**src/verilog/i2c_slave_pkg.sv**
```systemverilog
package i2c_slave_pkg;
    localparam int APB_AW = 8;
    localparam int EV_N = 5;

    // register byte offsets
    localparam logic [7:0] OFF_CTRL = 8'h00;
    localparam logic [7:0] OFF_STAT = 8'h04;
    localparam logic [7:0] OFF_MASK = 8'h08;
    localparam logic [7:0] OFF_ADDR = 8'h0C;
    localparam logic [7:0] OFF_ALT = 8'h10;
    localparam logic [7:0] OFF_RXD = 8'h14;
    localparam logic [7:0] OFF_TXD = 8'h18;

    // slave_control_reg field positions
    localparam int CTL_SLAVE_ENABLE = 0;
    localparam int CTL_TEN_BIT_ADDR_EN = 1;
    localparam int CTL_GENCALL_EN = 2;
    localparam int CTL_HW_GENCALL_EN = 3;
    localparam int CTL_GENCALL_STATUS_CLEAR = 4;
    localparam int CTL_EARLY_TX_REQUEST = 5;
    localparam int CTL_FORCE_NO_ACK = 7;
    localparam int CTL_STOP_DETECT_IRQ_EN = 8;
    localparam int CTL_SLAVE_RX_IRQ_EN = 9;
    localparam int CTL_SLAVE_TX_IRQ_EN = 10;
    // stored bits: reserved 6, 15:11 and the self-clearing bit 4 read as zero
    localparam logic [15:0] CTL_STORE_MASK = 16'h07AF;
    localparam logic [15:0] CTL_RESET = 16'h0000;

    // event / sticky status bit positions
    localparam int EV_TX_DONE = 0;
    localparam int EV_RX_BYTE = 1;
    localparam int EV_STOP = 2;
    localparam int EV_GENCALL = 3;
    localparam int EV_TX_REQ = 4;
    localparam int STAT_GC = 5;
    localparam int STAT_GC_ID = 6;
    localparam int STAT_BUSY = 8;
    localparam int STAT_READ = 9;

    localparam logic [4:0] MASK_RESET = 5'h00;
    localparam logic [9:0] ADDR_RESET = 10'h050;
    localparam logic [7:0] ALT_RESET = 8'h01;
    localparam int ADDR_PROG_W = 3;

    // bus byte values
    localparam logic [7:0] GC_ADDRESS = 8'h00;
    localparam logic [7:0] GC_RESET_CMD = 8'h06;
    localparam logic [7:0] GC_PROG_CMD = 8'h04;
    localparam logic [4:0] TEN_BIT_HDR = 5'h1E;

    // general call id codes
    localparam logic [1:0] GCID_NONE = 2'h0;
    localparam logic [1:0] GCID_RESET = 2'h1;
    localparam logic [1:0] GCID_PROG = 2'h2;
    localparam logic [1:0] GCID_HW = 2'h3;
endpackage

```
**src/verilog/i2c_slave_if.sv**
```systemverilog
`timescale 1ns/1ps
interface i2c_slave_if;
    logic sclRise;
    logic sclFall;
    logic sdaLvl;
    logic startDet;
    logic stopDet;
    logic [4:0] evt;
    logic [4:0] clrMask;
    logic [4:0] mask;
    logic [4:0] status;
    logic irq;

    modport lineSrc(output sclRise, sclFall, sdaLvl, startDet, stopDet);
    modport lineDst(input sclRise, sclFall, sdaLvl, startDet, stopDet);
    modport irqCore(input evt, clrMask, mask, output status, irq);
    modport irqUser(output evt, clrMask, mask, input status, irq);
endinterface

```
**src/verilog/i2c_line_sync.sv**
```systemverilog
`timescale 1ns/1ps
module i2c_line_sync (
    input wire logic mclk,    // system clock
    input wire logic rst,     // sync reset, high
    input wire logic sclPin,  // raw scl level
    input wire logic sdaPin,  // raw sda level
    i2c_slave_if.lineSrc ev   // line events
);
    logic sclS1_r;
    logic sclS2_r;
    logic sclS3_r;
    logic sdaS1_r;
    logic sdaS2_r;
    logic sdaS3_r;

    // idle bus is high, so reset to one avoids a false edge
    always_ff @(posedge mclk) begin
        if (rst) begin
            {sclS1_r, sclS2_r, sclS3_r} <= 3'h7;
            {sdaS1_r, sdaS2_r, sdaS3_r} <= 3'h7;
        end else begin
            {sclS1_r, sclS2_r, sclS3_r} <= {sclPin, sclS1_r, sclS2_r};
            {sdaS1_r, sdaS2_r, sdaS3_r} <= {sdaPin, sdaS1_r, sdaS2_r};
        end
    end

    assign ev.sclRise = sclS2_r & ~sclS3_r;
    assign ev.sclFall = ~sclS2_r & sclS3_r;
    assign ev.sdaLvl = sdaS2_r;
    assign ev.startDet = sclS2_r & sclS3_r & sdaS3_r & ~sdaS2_r;
    assign ev.stopDet = sclS2_r & sclS3_r & ~sdaS3_r & sdaS2_r;
endmodule

```
**src/verilog/i2c_irq_status.sv**
```systemverilog
`timescale 1ns/1ps
module i2c_irq_status (
    input wire logic mclk,  // system clock
    input wire logic rst,   // sync reset, high
    i2c_slave_if.irqCore ir // events, mask, status
);
    logic [4:0] status_r;
    logic [4:0] status_nxt;
    logic irq_r;

    // set wins over a read clear in the same cycle
    assign status_nxt = (status_r & ~ir.clrMask) | ir.evt;

    always_ff @(posedge mclk) begin
        if (rst) begin
            status_r <= 5'h00;
            irq_r <= 1'b0;
        end else begin
            status_r <= status_nxt;
            irq_r <= |(status_nxt & ir.mask);
        end
    end

    assign ir.status = status_r;
    assign ir.irq = irq_r;
endmodule

```
**src/verilog/i2c_slave_control.sv**
```systemverilog
// The implementer's own choices: the APB interface to the registers and the placing of the registers.
`timescale 1ns/1ps
// Summary of operation
// - slave works only while enabled
// - address width bit selects 10-bit decode
// - general call address acked, next byte command
// - command 0x06 resets, loads address part
// - command 0x04 sets general call status
// - byte matching alternate id: hardware call
// - clear bit wipes general call status, id
// - early bit moves transmit request edge
// - override bit withholds data byte acknowledge
// - stop detection interrupt when enabled
// - receive byte interrupt when enabled
// - transmit done interrupt when enabled
module i2c_slave_control (
    input wire logic mclk,            // system clock, 100 MHz
    input wire logic rst,             // sync reset, high
    input wire logic psel,            // apb select
    input wire logic penable,         // apb enable
    input wire logic pwrite,          // apb direction
    input wire logic [7:0] paddr,     // apb byte address
    input wire logic [31:0] pwdata,   // apb write data
    output logic [31:0] prdata,       // apb read data
    output logic pready,              // apb ready
    output logic pslverr,             // apb error, unmapped
    input wire logic sclIn,           // scl pin level
    input wire logic sdaIn,           // sda pin level
    output logic sdaOut,              // sda drive value, always low
    output logic sdaOe,               // sda pull low enable
    input wire logic [2:0] addrPins,  // programmable address part
    output logic irq                  // level interrupt
);
    typedef enum logic [7:0] {
        ST_IDLE = 8'h01,
        ST_RX = 8'h02,
        ST_ACKW = 8'h04,
        ST_ACKD = 8'h08,
        ST_TX = 8'h10,
        ST_TXACK = 8'h20,
        ST_MACK = 8'h40,
        ST_SKIP = 8'h80
    } state_e;

    typedef enum logic [3:0] {
        PH_ADDR1 = 4'h1,
        PH_ADDR2 = 4'h2,
        PH_GC = 4'h4,
        PH_DATA = 4'h8
    } phase_e;

    i2c_slave_if bus();

    i2c_line_sync uLine (
        .mclk(mclk),
        .rst(rst),
        .sclPin(sclIn),
        .sdaPin(sdaIn),
        .ev(bus.lineSrc)
    );

    i2c_irq_status uIrq (
        .mclk(mclk),
        .rst(rst),
        .ir(bus.irqCore)
    );

    state_e state_r;
    phase_e phase_r;
    logic [15:0] ctrl_r;
    logic [4:0] mask_r;
    logic [9:0] addr_r;
    logic [7:0] alt_r;
    logic [7:0] rxData_r;
    logic [7:0] txData_r;
    logic [7:0] sh_r;
    logic [2:0] bitCnt_r;
    logic ackNow_r;
    logic goTx_r;
    logic goIdle_r;
    logic readMode_r;
    logic tenMatched_r;
    logic txPend_r;
    logic sdaOe_r;
    logic sdaOut_r;
    logic gcStat_r;
    logic [1:0] gcId_r;
    logic [31:0] prdata_r;
    logic pready_r;
    logic pslverr_r;
    logic [2:0] pinS1_r;
    logic [2:0] pinS2_r;

    // control fields
    wire slvEn = ctrl_r[i2c_slave_pkg::CTL_SLAVE_ENABLE];
    wire tenEn = ctrl_r[i2c_slave_pkg::CTL_TEN_BIT_ADDR_EN];
    wire gcEn = ctrl_r[i2c_slave_pkg::CTL_GENCALL_EN];
    wire hgcEn = ctrl_r[i2c_slave_pkg::CTL_HW_GENCALL_EN];
    wire early = ctrl_r[i2c_slave_pkg::CTL_EARLY_TX_REQUEST];
    wire forceNoAck = ctrl_r[i2c_slave_pkg::CTL_FORCE_NO_ACK];

    // apb decode
    wire setup = psel & ~penable;
    wire access = psel & penable & pready_r;
    wire selCtrl = paddr == i2c_slave_pkg::OFF_CTRL;
    wire selStat = paddr == i2c_slave_pkg::OFF_STAT;
    wire selMask = paddr == i2c_slave_pkg::OFF_MASK;
    wire selAddr = paddr == i2c_slave_pkg::OFF_ADDR;
    wire selAlt = paddr == i2c_slave_pkg::OFF_ALT;
    wire selRxd = paddr == i2c_slave_pkg::OFF_RXD;
    wire selTxd = paddr == i2c_slave_pkg::OFF_TXD;
    wire hit = selCtrl | selStat | selMask | selAddr | selAlt | selRxd | selTxd;
    wire wrAcc = access & pwrite;
    wire gcClrWr = wrAcc & selCtrl & pwdata[i2c_slave_pkg::CTL_GENCALL_STATUS_CLEAR];

    wire [9:0] statWord = {readMode_r, state_r != ST_IDLE, gcId_r, gcStat_r, bus.status};
    wire [31:0] rdMux = selCtrl ? {16'h0000, ctrl_r} :
                        selStat ? {22'h000000, statWord} :
                        selMask ? {27'h0000000, mask_r} :
                        selAddr ? {22'h000000, addr_r} :
                        selAlt ? {24'h000000, alt_r} :
                        selRxd ? {24'h000000, rxData_r} :
                        selTxd ? {24'h000000, txData_r} : 32'h00000000;

    // bit level
    wire sclRise = bus.sclRise;
    wire sclFall = bus.sclFall;
    wire sda = bus.sdaLvl;
    wire [7:0] shNxt = {sh_r[6:0], sda};
    wire inRx = state_r == ST_RX;
    wire byteDone = inRx & sclRise & (bitCnt_r == 3'h7);

    wire is7Match = ~tenEn & (shNxt[7:1] == addr_r[6:0]);
    wire isTenHdr = tenEn & (shNxt[7:3] == i2c_slave_pkg::TEN_BIT_HDR) &
                    (shNxt[2:1] == addr_r[9:8]);
    wire tenWrite = isTenHdr & ~shNxt[0];
    wire tenRead = isTenHdr & shNxt[0] & tenMatched_r;
    wire isGcAddr = gcEn & (shNxt == i2c_slave_pkg::GC_ADDRESS);
    wire addr1Ack = is7Match | isGcAddr | tenWrite | tenRead;
    wire addr1Read = (is7Match & shNxt[0]) | tenRead;
    wire addr2Ack = shNxt == addr_r[7:0];
    wire dataAck = ~forceNoAck;
    wire ackDec = (phase_r == PH_ADDR1) ? addr1Ack :
                  (phase_r == PH_ADDR2) ? addr2Ack : dataAck;
    wire readDec = (phase_r == PH_ADDR1) & addr1Read & ~isGcAddr;
    wire gcByte = byteDone & (phase_r == PH_GC) & dataAck;
    wire gcReset = gcByte & (shNxt == i2c_slave_pkg::GC_RESET_CMD);
    wire gcProg = gcByte & (shNxt == i2c_slave_pkg::GC_PROG_CMD);
    wire gcHw = gcByte & hgcEn & gcEn & (shNxt == alt_r);
    wire gcAny = gcReset | gcProg | gcHw;
    wire [1:0] gcIdNew = gcReset ? i2c_slave_pkg::GCID_RESET :
                         gcProg ? i2c_slave_pkg::GCID_PROG : i2c_slave_pkg::GCID_HW;
    wire rxByte = byteDone & (phase_r == PH_DATA) & dataAck;
    wire masterAck = (state_r == ST_MACK) & sclRise & ~sda;
    wire txDone = (state_r == ST_MACK) & sclRise;
    wire txCause = (byteDone & readDec & ackDec) | masterAck;
    phase_e phaseAfter;
    assign phaseAfter = (phase_r == PH_ADDR1) ?
                        (isGcAddr ? PH_GC : (tenWrite ? PH_ADDR2 : PH_DATA)) : PH_DATA;

    // event routing into sticky status
    wire [4:0] evt;
    assign evt[i2c_slave_pkg::EV_TX_DONE] = txDone & ctrl_r[i2c_slave_pkg::CTL_SLAVE_TX_IRQ_EN];
    assign evt[i2c_slave_pkg::EV_RX_BYTE] = rxByte & ctrl_r[i2c_slave_pkg::CTL_SLAVE_RX_IRQ_EN];
    assign evt[i2c_slave_pkg::EV_STOP] = bus.stopDet & slvEn &
                                         ctrl_r[i2c_slave_pkg::CTL_STOP_DETECT_IRQ_EN];
    assign evt[i2c_slave_pkg::EV_GENCALL] = gcAny;
    assign evt[i2c_slave_pkg::EV_TX_REQ] = (early & txCause) | (txPend_r & sclFall);
    assign bus.evt = evt;
    assign bus.mask = mask_r;
    // only bits the read actually returned are cleared
    assign bus.clrMask = (access & ~pwrite & selStat) ? prdata_r[4:0] : 5'h00;

    // apb slave, no wait states: ready is raised in the first access cycle
    always_ff @(posedge mclk) begin
        if (rst) begin
            pready_r <= 1'b0;
            prdata_r <= 32'h00000000;
            pslverr_r <= 1'b0;
        end else begin
            pready_r <= setup;
            pslverr_r <= setup & ~hit;
            if (setup) begin
                prdata_r <= pwrite ? 32'h00000000 : rdMux;
            end
        end
    end

    always_ff @(posedge mclk) begin
        if (rst) begin
            ctrl_r <= i2c_slave_pkg::CTL_RESET;
            mask_r <= i2c_slave_pkg::MASK_RESET;
            alt_r <= i2c_slave_pkg::ALT_RESET;
            txData_r <= 8'h00;
        end else if (wrAcc) begin
            if (selCtrl) begin
                ctrl_r <= pwdata[15:0] & i2c_slave_pkg::CTL_STORE_MASK;
            end
            if (selMask) begin
                mask_r <= pwdata[4:0];
            end
            if (selAlt) begin
                alt_r <= pwdata[7:0];
            end
            if (selTxd) begin
                txData_r <= pwdata[7:0];
            end
        end
    end

    // address pins settle through two flops before use
    always_ff @(posedge mclk) begin
        if (rst) begin
            pinS1_r <= 3'h0;
            pinS2_r <= 3'h0;
        end else begin
            pinS1_r <= addrPins;
            pinS2_r <= pinS1_r;
        end
    end

    // hardware load wins over a software write in the same cycle
    always_ff @(posedge mclk) begin
        if (rst) begin
            addr_r <= i2c_slave_pkg::ADDR_RESET;
        end else if (gcReset) begin
            addr_r[i2c_slave_pkg::ADDR_PROG_W-1:0] <= pinS2_r;
        end else if (wrAcc & selAddr) begin
            addr_r <= pwdata[9:0];
        end
    end

    always_ff @(posedge mclk) begin
        if (rst) begin
            gcStat_r <= 1'b0;
            gcId_r <= i2c_slave_pkg::GCID_NONE;
        end else if (gcAny) begin
            gcStat_r <= 1'b1;
            gcId_r <= gcIdNew;
        end else if (gcClrWr) begin
            gcStat_r <= 1'b0;
            gcId_r <= i2c_slave_pkg::GCID_NONE;
        end
    end

    always_ff @(posedge mclk) begin
        if (rst) begin
            rxData_r <= 8'h00;
        end else if (rxByte | gcByte) begin
            rxData_r <= shNxt;
        end
    end

    always_ff @(posedge mclk) begin
        if (rst | bus.stopDet | bus.startDet) begin
            txPend_r <= 1'b0;
        end else if (~early & txCause) begin
            txPend_r <= 1'b1;
        end else if (sclFall) begin
            txPend_r <= 1'b0;
        end
    end

    // byte engine
    always_ff @(posedge mclk) begin
        if (rst) begin
            state_r <= ST_IDLE;
            phase_r <= PH_ADDR1;
            sh_r <= 8'h00;
            bitCnt_r <= 3'h0;
            ackNow_r <= 1'b0;
            goTx_r <= 1'b0;
            goIdle_r <= 1'b0;
            readMode_r <= 1'b0;
            tenMatched_r <= 1'b0;
            sdaOe_r <= 1'b0;
            sdaOut_r <= 1'b0;
        end else if (~slvEn | bus.stopDet) begin
            state_r <= ST_IDLE;
            phase_r <= PH_ADDR1;
            sdaOe_r <= 1'b0;
            readMode_r <= 1'b0;
            tenMatched_r <= 1'b0;
        end else if (bus.startDet) begin
            // repeated start keeps the 10-bit match for a read header
            state_r <= ST_RX;
            phase_r <= PH_ADDR1;
            bitCnt_r <= 3'h0;
            sdaOe_r <= 1'b0;
            readMode_r <= 1'b0;
        end else begin
            case (state_r)
                ST_RX: begin
                    if (sclRise) begin
                        sh_r <= shNxt;
                        bitCnt_r <= bitCnt_r + 3'h1;
                    end
                    if (byteDone) begin
                        state_r <= ST_ACKW;
                        ackNow_r <= ackDec;
                        goTx_r <= readDec;
                        goIdle_r <= gcReset;
                        if (ackDec) begin
                            phase_r <= phaseAfter;
                        end
                        if (ackDec & (phase_r == PH_ADDR2)) begin
                            tenMatched_r <= 1'b1;
                        end
                    end
                end
                ST_ACKW: begin
                    if (sclFall) begin
                        sdaOe_r <= ackNow_r;
                        state_r <= ackNow_r ? ST_ACKD : ST_SKIP;
                    end
                end
                ST_ACKD: begin
                    if (sclFall) begin
                        bitCnt_r <= 3'h0;
                        if (goIdle_r) begin
                            state_r <= ST_IDLE;
                            phase_r <= PH_ADDR1;
                            tenMatched_r <= 1'b0;
                            sdaOe_r <= 1'b0;
                        end else if (goTx_r) begin
                            state_r <= ST_TX;
                            readMode_r <= 1'b1;
                            sh_r <= txData_r;
                            sdaOe_r <= ~txData_r[7];
                        end else begin
                            state_r <= ST_RX;
                            sdaOe_r <= 1'b0;
                        end
                    end
                end
                ST_TX: begin
                    if (sclRise) begin
                        bitCnt_r <= bitCnt_r + 3'h1;
                        if (bitCnt_r == 3'h7) begin
                            state_r <= ST_TXACK;
                        end
                    end
                    if (sclFall) begin
                        sh_r <= {sh_r[6:0], 1'b0};
                        sdaOe_r <= ~sh_r[6];
                    end
                end
                ST_TXACK: begin
                    if (sclFall) begin
                        sdaOe_r <= 1'b0;
                        state_r <= ST_MACK;
                    end
                end
                ST_MACK: begin
                    if (sclRise) begin
                        // master ack asks for another byte
                        state_r <= sda ? ST_SKIP : ST_ACKD;
                        goTx_r <= 1'b1;
                        goIdle_r <= 1'b0;
                    end
                end
                ST_SKIP: begin
                    sdaOe_r <= 1'b0;
                end
                default: begin
                    sdaOe_r <= 1'b0;
                end
            endcase
        end
    end

    assign prdata = prdata_r;
    assign pready = pready_r;
    assign pslverr = pslverr_r;
    assign sdaOut = sdaOut_r;
    assign sdaOe = sdaOe_r;
    assign irq = bus.irq;
endmodule

```
**config.mk**
```make
export PLATFORM = sky130hd
export DESIGN_NAME = i2c_slave_control
export DESIGN_NICKNAME = d
export VERILOG_FILES = /design/src/verilog/i2c_slave_pkg.sv /design/src/verilog/i2c_slave_if.sv /design/src/verilog/i2c_line_sync.sv /design/src/verilog/i2c_irq_status.sv /design/src/verilog/i2c_slave_control.sv
export SDC_FILE = /design/constraint.sdc
export NUM_CORES = 1
export LEC_CHECK = 0
export BUFFER_PORTS_ARGS = -buffer_cell sky130_fd_sc_hd__buf_2
export CAP_MARGIN = 40
export CORE_MARGIN = 2
export CORE_UTILIZATION = 30
export CTS_CLUSTER_SIZE = 30
export DETAILED_ROUTE_END_ITERATION = 6
export PLACE_DENSITY_LB_ADDON = 0.08
export SETUP_SLACK_MARGIN = 0.3
export SKIP_LAST_GASP = 1
export SYNTH_ARGS = -nofsm -noshare
export SYNTH_HDL_FRONTEND = slang
export SYNTH_SLANG_ARGS = --single-unit
```
**constraint.sdc**
```tcl
create_clock -name mclk -period 2.6 [get_ports mclk]
set_input_delay 0.52 -clock mclk [delete_from_list [all_inputs] [get_ports mclk]]
set_output_delay 0.52 -clock mclk [all_outputs]
set_load 0.02 [all_outputs]
```
* Word level (Yosys, flattened, before mapping)
Cells that the tools add are included.
** Word-level totals
- Register bits after elaboration :: 132
- Input port bits :: 50
- Output and inout port bits :: 37
- Word-level logic and storage cells :: 273
** Cells by class
- $add $sub $neg :: 1
- Equal/unequal tests :: 47
- Multiplexer cells :: 69
- Bitwise logic cells :: 91
- Reductions and logical operators :: 31
** Operator list (count)
- $mux W8 :: 12
- $and A1 B1 Y1 :: 50
- $pmux W8 S6 :: 1
- $mux W7 :: 5
- $eq A8 B3 Y1 const B :: 4
- $eq A8 B5 Y1 const B :: 4
- $mux W10 :: 3
- $mux W4 :: 7
- $eq A8 B4 Y1 const B :: 3
- $reduce_and A8 Y1 :: 3
- $mux W11 :: 2
- $ne A2 B2 Y1 const B :: 11
- $pmux W7 S3 :: 1
- $mux W1 :: 20
- $not A1 Y1 :: 19
- $ne A3 B3 Y1 const B :: 6
- $or A1 B1 Y1 :: 18
- $eq A8 B8 Y1 :: 2
- $logic_not A8 Y1 :: 2
- $mux W3 :: 5
- $mux W5 :: 3
- $reduce_and A5 Y1 :: 3
- $reduce_and A4 Y1 :: 3
- $and A5 B5 Y5 :: 2
- 32 further kinds :: 50

* Longest topological paths before layout
Gate-level depths: netlist (run 1).
- Depth in word-level cells :: 16
- Gate-level depth with buffers :: 10
- Mapped depth without buffers :: 8

* By module
From an unflattened synthesis (run 1), not the netlist that was laid out.
** Second synthesis, totals
- Cells, all modules :: 722
- Area, all modules :: 5901.9 um^2
** Modules (own cells, without submodules)
- i2c_slave_control :: instances 1, cells each 679, area an instance 5467.7 um^2, sequential area each 1981.9 um^2
- i2c_irq_status :: instances 1, cells each 27, area an instance 244.0 um^2, sequential area each 120.1 um^2
- i2c_line_sync :: instances 1, cells each 16, area an instance 190.2 um^2, sequential area each 120.1 um^2

* Worst setup path before layout (run 1)
OpenSTA, ideal clock, no wires.
- Path kind :: input to register
- From :: in paddr[7]
- To :: reg uIrq.irq_r (netlist: uIrq.ir.irq)
- Setup time :: 0.122 ns
- Arrival time :: 2.427 ns
- Data required time :: 2.478 ns
- Slack :: 0.051 ns
- Cell stages on the path :: 7
- Path buffers :: 1
- Cell sequence :: or4_4 buf_6 nor4_4 nand3_2 a22o_1 a221o_1 a221o_1
** On the way
- Longest elaborated chain between the ends :: 8
** Ends and longest elaborated chain
- start, declared :: line i2c_slave_control.sv:22 : input wire logic [7:0] paddr,
- $eq A8 B3 Y1 :: line i2c_slave_control.sv:106 : wire selStat = paddr == i2c_slave_pkg::OFF_STAT;
- $and A1 B1 Y1 :: line i2c_slave_control.sv:172 : assign bus.clrMask = (access & ~pwrite & selStat) ? prdata_r[4:0] : 5'h00;
- $mux W5 :: line i2c_slave_control.sv:172
- $not A5 Y5 :: line i2c_irq_status.sv:12 : assign status_nxt = (status_r & ~ir.clrMask) | ir.evt;
- $and A5 B5 Y5 :: line i2c_irq_status.sv:12
- $or A5 B5 Y5 :: line i2c_irq_status.sv:12
- $and A5 B5 Y5 :: line i2c_irq_status.sv:20 : irq_r <= |(status_nxt & ir.mask);
- $reduce_or A5 Y1 :: line i2c_irq_status.sv:20
- end signal, assigned :: line i2c_irq_status.sv:20
- end, declared :: line i2c_irq_status.sv:9 : logic irq_r;
No other way between the ends.
A chain may end at the register's enable or synchronous reset.

* Worst setup path after layout (run 1)
- From :: reg state_r[5]
- To :: reg tenMatched_r
** On the way
- Longest elaborated chain between the ends :: 5
- Elaborated cells between the ends (all ways) :: 11
- Classes of those cells :: eq/ne: 6; mux: 1; bitwise: 2; reduce/logical: 2
** Ends and longest elaborated chain
- start, declared :: line i2c_slave_control.sv:68 : state_e state_r;
- start signal, assigned :: line i2c_slave_control.sv:314 : state_r <= ackNow_r ? ST_ACKD : ST_SKIP;
- start signal, assigned :: line i2c_slave_control.sv:357 : state_r <= sda ? ST_SKIP : ST_ACKD;
- $eq A8 B2 Y1 :: line i2c_slave_control.sv:130, i2c_slave_control.sv:292
- $and A1 B1 Y1 (2 in a row) :: line i2c_slave_control.sv:131 : wire byteDone = inRx & sclRise & (bitCnt_r == 3'h7);
- $ne A2 B1 Y1 (no line)
- $reduce_and A6 Y1 (no line)
- end signal, assigned :: line i2c_slave_control.sv:275 : tenMatched_r <= 1'b0;
- end signal, assigned :: line i2c_slave_control.sv:283 : tenMatched_r <= 1'b0;
- end signal, assigned :: line i2c_slave_control.sv:307 : tenMatched_r <= 1'b1;
- end, declared :: line i2c_slave_control.sv:82 : logic tenMatched_r;
Several ways; a longest one is shown, not always the timed one.

==> metrics.md, run 1 <==
| Metric | Value |
|---|---|
| Outcome | `finished, final reports clean` |
| Antenna Cells | `0` |
| Worst slew margin | `61.2%` |
| Area of the multi-input gates | `3280 um^2` |
| Hold Crit Start | `sdaIn` |
| Most used cell, CP | `buf_4` |
| Final Hold Fails | `0` |
| Reg2reg start | `state_r[5]` |
| Power Internal | `0.00246 W` |
| CP Launch Point | `state_r[5]` |
| 1st-iter DRT viols | `between 400 and 500` |
| Worst-Margin Slew | `0.578 ns` |
| CP max stage cell | `dfxtp_1` |
| Die X | `between 100 and 150 um` |
| Post-route ant nets | `0` |
| Comb power frac | `between 5 and 6%` |
| Filler cell count | `1960` |
| Element type at the critical path start | `flip-flop` |
| FMAX | `442 MHz` |
| Power per cell area | `476 nW/um^2` |
| Crit Path Max Fanout | `8` |
| Critical Path End Type | `flip-flop` |
| Max incr delay on CP | `0.54 ns` |
| # rows | `50` |
| Cells on Worst Hold Path | `2` |
| GRT Total Usage | `19.4%` |
| Crit path max-delay family | `simple AND/OR/NAND/NOR gates` |
| Skew final | `0.0114 ns` |
| Final Max Tran Viols | `0` |
| Main flop type after synthesis | `dfxtp_1` |
| GPL Wtd Cong | `around 0.89` |
| Die H | `142 um` |
| Yosys top cell area share | `39.1%` |
| Total CTS buffers | `9` |
| Leading cell types by count after synthesis | `dfxtp_1 (111), nor2_1 (79), nand2_1 (69)` |
| Syn Inst Count | `663` |
| Endpoints failing setup | `0` |
| 1st-pass router iterations | `5` |
| Sw power | `0.000784 W` |
| Sw Ratio | `24.2%` |
| Crit path kind | `flip-flop to flip-flop` |
| Final Cycle Share | `between 80% and 90%` |
| Data required, critical path | `between 2 and 3 ns` |
| Synth cell types | `69` |
| Congestion Overflow GR | `0` |
| Area contributors post-synth | `dfxtp_1 (39%), mux2i_1 (7.2%), nor2_1 (5.2%), nand2_1 (4.6%), a21oi_1 (3.2%)` |
| Vias per cell | `5.21` |
| Core Box Area | `18600 um^2` |
| CP Cell Sequence | `nor4_4 > buf_4 > buf_4 > and4b_1 > buf_4 > o311a_1 > nor3_2 > and3_1 > a22o_1` |
| Clk buf depth | `2` |
| Setup TNS | `0 ns` |
| CP Data Arrival Time | `~2.6 ns` |
| Most frequent cell after synthesis | `dfxtp_1` |
| CTS Sinks | `111` |
| RSZ-0062 raised after global routing | `true` |
| Final WL | `19.1 mm` |
| Area Growth Syn to Fin | `19.8%` |
| Port Buf Inserts | `43` |
| Yosys reg bits | `111` |
| Minimum clock period | `between 2 and 2.5 ns` |
| Fraction of registers with async set/reset | `0%` |
| Pin count of the biggest net entering global routing | `43` |
| Hold Path Sink | `uLine.sdaS1_r` |
| Final worst slack | `0.339 ns` |
| Root Driver | `clkbuf_16` |
| Peak supply drop | `~0.32 mV` |
| Pre-CTS setup slack | `-0.0812 ns` |
| Yosys warning count | `0` |
| H-Tree Depth | `3` |
| Wirelength per Cell | `19.6 um` |
| First-pass GRT wire length | `around 29 mm` |
| Lkg Pwr | `2.63 nW` |
| EDFF count, synth | `0` |
| Maximum Capacitance Violations | `0` |
| Antenna violations before repair | `0` |
| Dpl hpwl | `14.7 mm` |
| # DRC | `0` |
| Register area share after synthesis | `39.1%` |
| Cell area after synthesis | `5680 um^2` |
| Hold Path Class | `input port to flip-flop` |
| Storage cell area | `2230 um^2` |
| Die Footprint | `20100 um^2` |
| Design Power | `0.00324 W` |
| TritonCTS clock tree | `done` |
| Vias in the first global route | `4992` |
| Syn_area_per_cell | `8.57 um^2` |
| Reg-to-Reg End | `tenMatched_r` |
| DR vias | `5078` |
| CP bufs+invs | `3` |
| Sequential cell fraction of total power | `52.8%` |
| Ports | `87` |
| Starting Density | `between 30 and 40%` |
| R2R depth | `9` |
| Yosys top cell by area | `dfxtp_1` |
| Worst-skew pair later-pin latency | `between 0.3 and 0.4 ns` |
| R2R setup slack | `0.34 ns` |
| Nets | `788` |
| Clk pin slew, worst setup/hold paths | `0.07 ns` |
| Layout cell share with drive strength beyond 1 | `22.3%` |
| Clock network power share | `41.9%` |
[worst max-delay path by stage]
stage / end / slack, ns / cells after the start
finish: tenMatched_r / 0.34 / 9
global route: tenMatched_r / 0.22 / 9
CTS: tenMatched_r / 0.24 / 9
detailed placement: uIrq.ir.irq / -0.08 / 7
global placement: uIrq.ir.irq / -0.02 / 7
floorplan: uIrq.ir.irq / 0.05 / 7
[state kept, by name, indices dropped and copies added (netlist names), 4 cells and up]
signal and count:
txData_r 8, bus.mask 5, ctrl_r 9, alt_r 8, state_r 8, rxData_r 8
addr_r 10, phase_r 4, uIrq.ir.status 5, prdata 11, sh_r 7
[logic make-up after synthesis]
kind of cell / after synthesis / synth area share [%]
adder cells (fa/ha/maj): 2 / 0.440
AO/OA/AOI/OAI: 133 / 16.2
other: 1 / 0.0660
multiplexers: 48 / 8.61
flip-flops: 111 / 39.1
buffers and inverters: 72 / 6.50
AND/OR/NAND/NOR: 267 / 24.6
XOR/XNOR: 29 / 4.47
[placed cells by master (no fill, tap or decap), drive strengths merged, types with 6 or more instances in the layout]
cell type and count:
nand3 17, nor4 14, nand2b 8, conb 22, nand4b 7, clkbuf 11
mux2 7, a22o 6, nor2b 13, nand2 69, or2 7, o21ai 21
nor2 80, nor3 11, dfxtp 111, and2 10, a22oi 13, xor2 19
a311oi 8, mux2i 41, xnor2 10, inv 12, a21oi 37, a31oi 8
buf 102, nand4 6
[cell type report]
type	instances	area share [%]
Multi-Input combinational cell	501	48.2
Sequential cell	111	32.8
Timing Repair Buffer	102	9.89
Tap cell	234	4.30
Clock buffer	11	3.71
Inverter	11	0.607
Clock inverter	4	0.441
[through the flow]
step | util (%) | area (um^2) | std cells | hold WS, ns
6_report | 36.5 | 6810 | 974 | 0.341
5_1_grt | 36.5 | 6810 | 974 | 0.330
4_1_cts | 36.0 | 6710 | 970 | 0.325
3_5_place_dp | 34.1 | 6350 | 952 | 0.405
3_3_place_gp | 34.1 | 6350 | 952 | 0.397
2_1_floorplan | - | 5770 | 684 | 0.389
[routing by layer]
metal	share of wire, %	wire length, um	track usage (%)
met5	0	0	0
met2	48	9110	32.2
met4	2.5	483	7.74
met3	3.8	735	2.83
met1	46	8790	25.5
[power by group through the flow]
stage               clock [W]  sequential [W]  combinational (W)
floorplan                   0         0.00175           0.000119
global placement            0         0.00175           0.000169
detailed placement          0         0.00175           0.000170
CTS                   0.00141         0.00171           0.000171
global route          0.00146         0.00171           0.000186
finish                0.00136         0.00171           0.000171
[worst register-to-register path, stage by stage (launching register included)]
cell	delay, ns
dfxtp_1	0.54
nor4_4	0.05
buf_4	0.16
buf_4	0.14
and4b_1	0.18
buf_4	0.16
o311a_1	0.42
nor3_2	0.23
and3_1	0.20
a22o_1	0.12
[what timing repair did]
action	in CTS	in global routing
resized for setup	13	20
pin swaps	6	11
cloned	0	1
hold buffers	0	0
setup endpoints to repair	17	23
endpoints found under the hold margin	0	0
buffers inserted	3	3
Note: power is estimated with default switching activity, not from simulation.
==> inputs of run 2 (changes only) <==
--- a/config.mk
+++ b/config.mk
@@ -5,9 +5,10 @@
 export SDC_FILE = /design/constraint.sdc
 export NUM_CORES = 1
 export LEC_CHECK = 0
+export ABC_CLOCK_PERIOD_IN_PS = 2600
 export BUFFER_PORTS_ARGS = -buffer_cell sky130_fd_sc_hd__buf_2
 export CAP_MARGIN = 40
-export CORE_MARGIN = 2
+export CORE_MARGIN = 3
 export CORE_UTILIZATION = 30
 export CTS_CLUSTER_SIZE = 30
 export DETAILED_ROUTE_END_ITERATION = 6
==> run 2 against run 1 <==
Against the previous run:
- sequential cell count stayed put
- highest routed layer unchanged
- largest cell class unchanged
- total power is 6.1% higher
- sequential share of layout area is 0.37 points lower
- non-clock buffer count is 2 higher
- sequential power hardly changed
==> metrics.md, run 2 (synthesized netlist as in run 1, its figures left out) <==
| Metric | Value |
|---|---|
| Crit path kind | `flip-flop to flip-flop` |
| Most common cell after layout, fill and taps aside | `dfxtp_1` |
| Clk buf depth | `2 (unchanged)` |
| Critical Path End Type | `flip-flop` |
| Element type at the critical path start | `flip-flop` |
| 1st-pass router iterations | `5 (unchanged)` |
| Hold Path Class | `input port to flip-flop` |
| Pre-CTS setup slack | `-0.0688 ns (+0.0123 ns)` |
| Finished Cell Area | `6870 um^2 (+0.96%)` |
| CP Data Arrival Time | `2.56 ns (about the same)` |
| Crit Path Max Fanout | `6 (-2)` |
| Dpl cell area | `6340 um^2 (about the same)` |
| Power per cell area | `500 nW/um^2 (+5.1%)` |
| Peak supply drop | `0.299 mV (-6.2%)` |
| GRT Total Usage | `18.4% (-0.99 points)` |
| Vias per cell | `5.23 (+0.26%)` |
| First-pass GRT wire length | `28.6 mm (-2.4%)` |
| Worst-Margin Slew | `0.683 ns (+0.105 ns)` |
| RSZ-0062 raised after global routing | `true` |
| Clk pin slew, worst setup/hold paths | `0.08 ns (about the same)` |
| Total CTS buffers | `9 (unchanged)` |
| Dpl hpwl | `14.5 mm (-1.7%)` |
| Starting Density | `31.1% (+0.62 points)` |
| Most frequent cells in the layout | `dfxtp_1 (105), nor2_1 (78), nand2_1 (69)` |
| Area Growth Syn to Fin | `20.9%` |
| # rows | `49 (-2.0%)` |
| CTS Sinks | `111 (unchanged)` |
| Post-layout util | `37.6% (+1.1 points)` |
| Vias in the first global route | `4902 (-1.8%)` |
| Post-route ant nets | `0 (unchanged)` |
| Final Hold Fails | `0 (unchanged)` |
| 1st-iter DRT viols | `341 (-17%)` |
| Number of flip-flops in the largest register | `11 (unchanged)` |
| Pin count of the biggest net entering global routing | `62 (+44%)` |
| Lkg Pwr | `2.65 nW (+0.84%)` |
| # DRC | `0 (unchanged)` |
| H-Tree Depth | `3 (unchanged)` |
| Port Buf Inserts | `43 (unchanged)` |
| Layout cell share with drive strength beyond 1 | `22.6% (+0.31 points)` |
| Worst slew margin | `54.5% (-6.7 points)` |
| Die X | `144 um (+1.4%)` |
| FMAX | `434 MHz (-2.0%)` |
| Skew final | `0.0105 ns (-0.000975 ns)` |
| Final Max Tran Viols | `0 (unchanged)` |
| Root Driver | `clkbuf_16` |
| Ports | `87 (unchanged)` |
| DR vias | `5081 (+0.059%)` |
| Endpoints failing setup | `0 (unchanged)` |
| Hold_buf cts | `0 (unchanged)` |
| Minimum clock period | `2.31 ns (+0.0459 ns)` |
| Final WL | `18.9 mm (-1.1%)` |
| Data required, critical path | `2.86 ns (-0.05 ns)` |
| Antenna violations before repair | `0 (unchanged)` |
| Outcome | `finished, final reports clean` |
| GPL Wtd Cong | `0.865 (-3.3%)` |
| Die H | `144 um (+1.4%)` |
| Congestion Overflow GR | `0 (unchanged)` |
| Final Cycle Share | `88.7% (+1.8 points)` |
| Nets | `790 (+0.25%)` |
| TritonCTS clock tree | `done` |
| Worst-skew pair later-pin latency | `0.37 ns (about the same)` |
| Antenna Cells | `0 (unchanged)` |
| Die Footprint | `20600 um^2 (+2.8%)` |
| Hold_ws | `0.327 ns (-0.0138 ns)` |
| Core Box Area | `18300 um^2 (-2.0%)` |
| Maximum Capacitance Violations | `0 (unchanged)` |
| Wirelength per Cell | `19.5 um (-0.86%)` |
| Final worst slack | `0.294 ns (-0.0459 ns)` |
## run 2: final cells by class
cell class	count	area [um^2]
clock inverter	7	105
inverter	11	41.3
multi-input combinational	501	3300
tap	229	287
clock buffer	9	225
fill	1906	11400
sequential	111	2230
timing repair buffer	104	688
## run 2: worst paths after layout
kind	from	endpoint	depth (start not counted)	slack [ns]
max	bitCnt_r[1]	addr_r[4]	8	0.29
min	sdaIn	uLine.sdaS1_r	2	0.33
max reg2reg	bitCnt_r[1]	addr_r[4]	8	0.29
min reg2reg	uLine.sclS1_r	uLine.sclS2_r	1	0.41
## run 2: timing repair
item | in CTS | in global routing
gates cloned | 0 | 1
gates resized for setup | 12 | 18
pin swaps | 7 | 8
endpoints found under the setup margin | 12 | 26
setup buffers | 6 | 2
## run 2: metal layers
metal	track usage (%)	share of wire (%)	vias to the layer above
met3	4.66	5.0	18
met1	24.3	46	2466
li1	-	-	2471
met4	4.41	1.3	0
met5	0	0	-
met2	30.3	47	126
## run 2: report_power, final
group / switching [W] / internal, W
Clock: 0.000698 / 0.000859
Combinational: 0.000121 / 0.0000472
Sequential: 0.00000621 / 0.00171
Total: 0.000826 / 0.00261
## run 2: stage by stage
step                      power [W]  cells  TNS [ns]
final                       0.00344    972         0
after global routing        0.00356    972         0
after global placement      0.00192    947   -0.0565
after floorplan             0.00187    684         0
after CTS                   0.00348    969         0
after detailed placement    0.00192    947   -0.0688
## run 2: critical path, stage by stage, from the launching register on
cell and delay, ns:
dfxtp_2 0.35, ha_4 0.14, ha_4 0.13, nor4b_4 0.21, nand4_1 0.24, or4_4 0.56
and2_4 0.17, buf_6 0.13, a211o_1 0.27
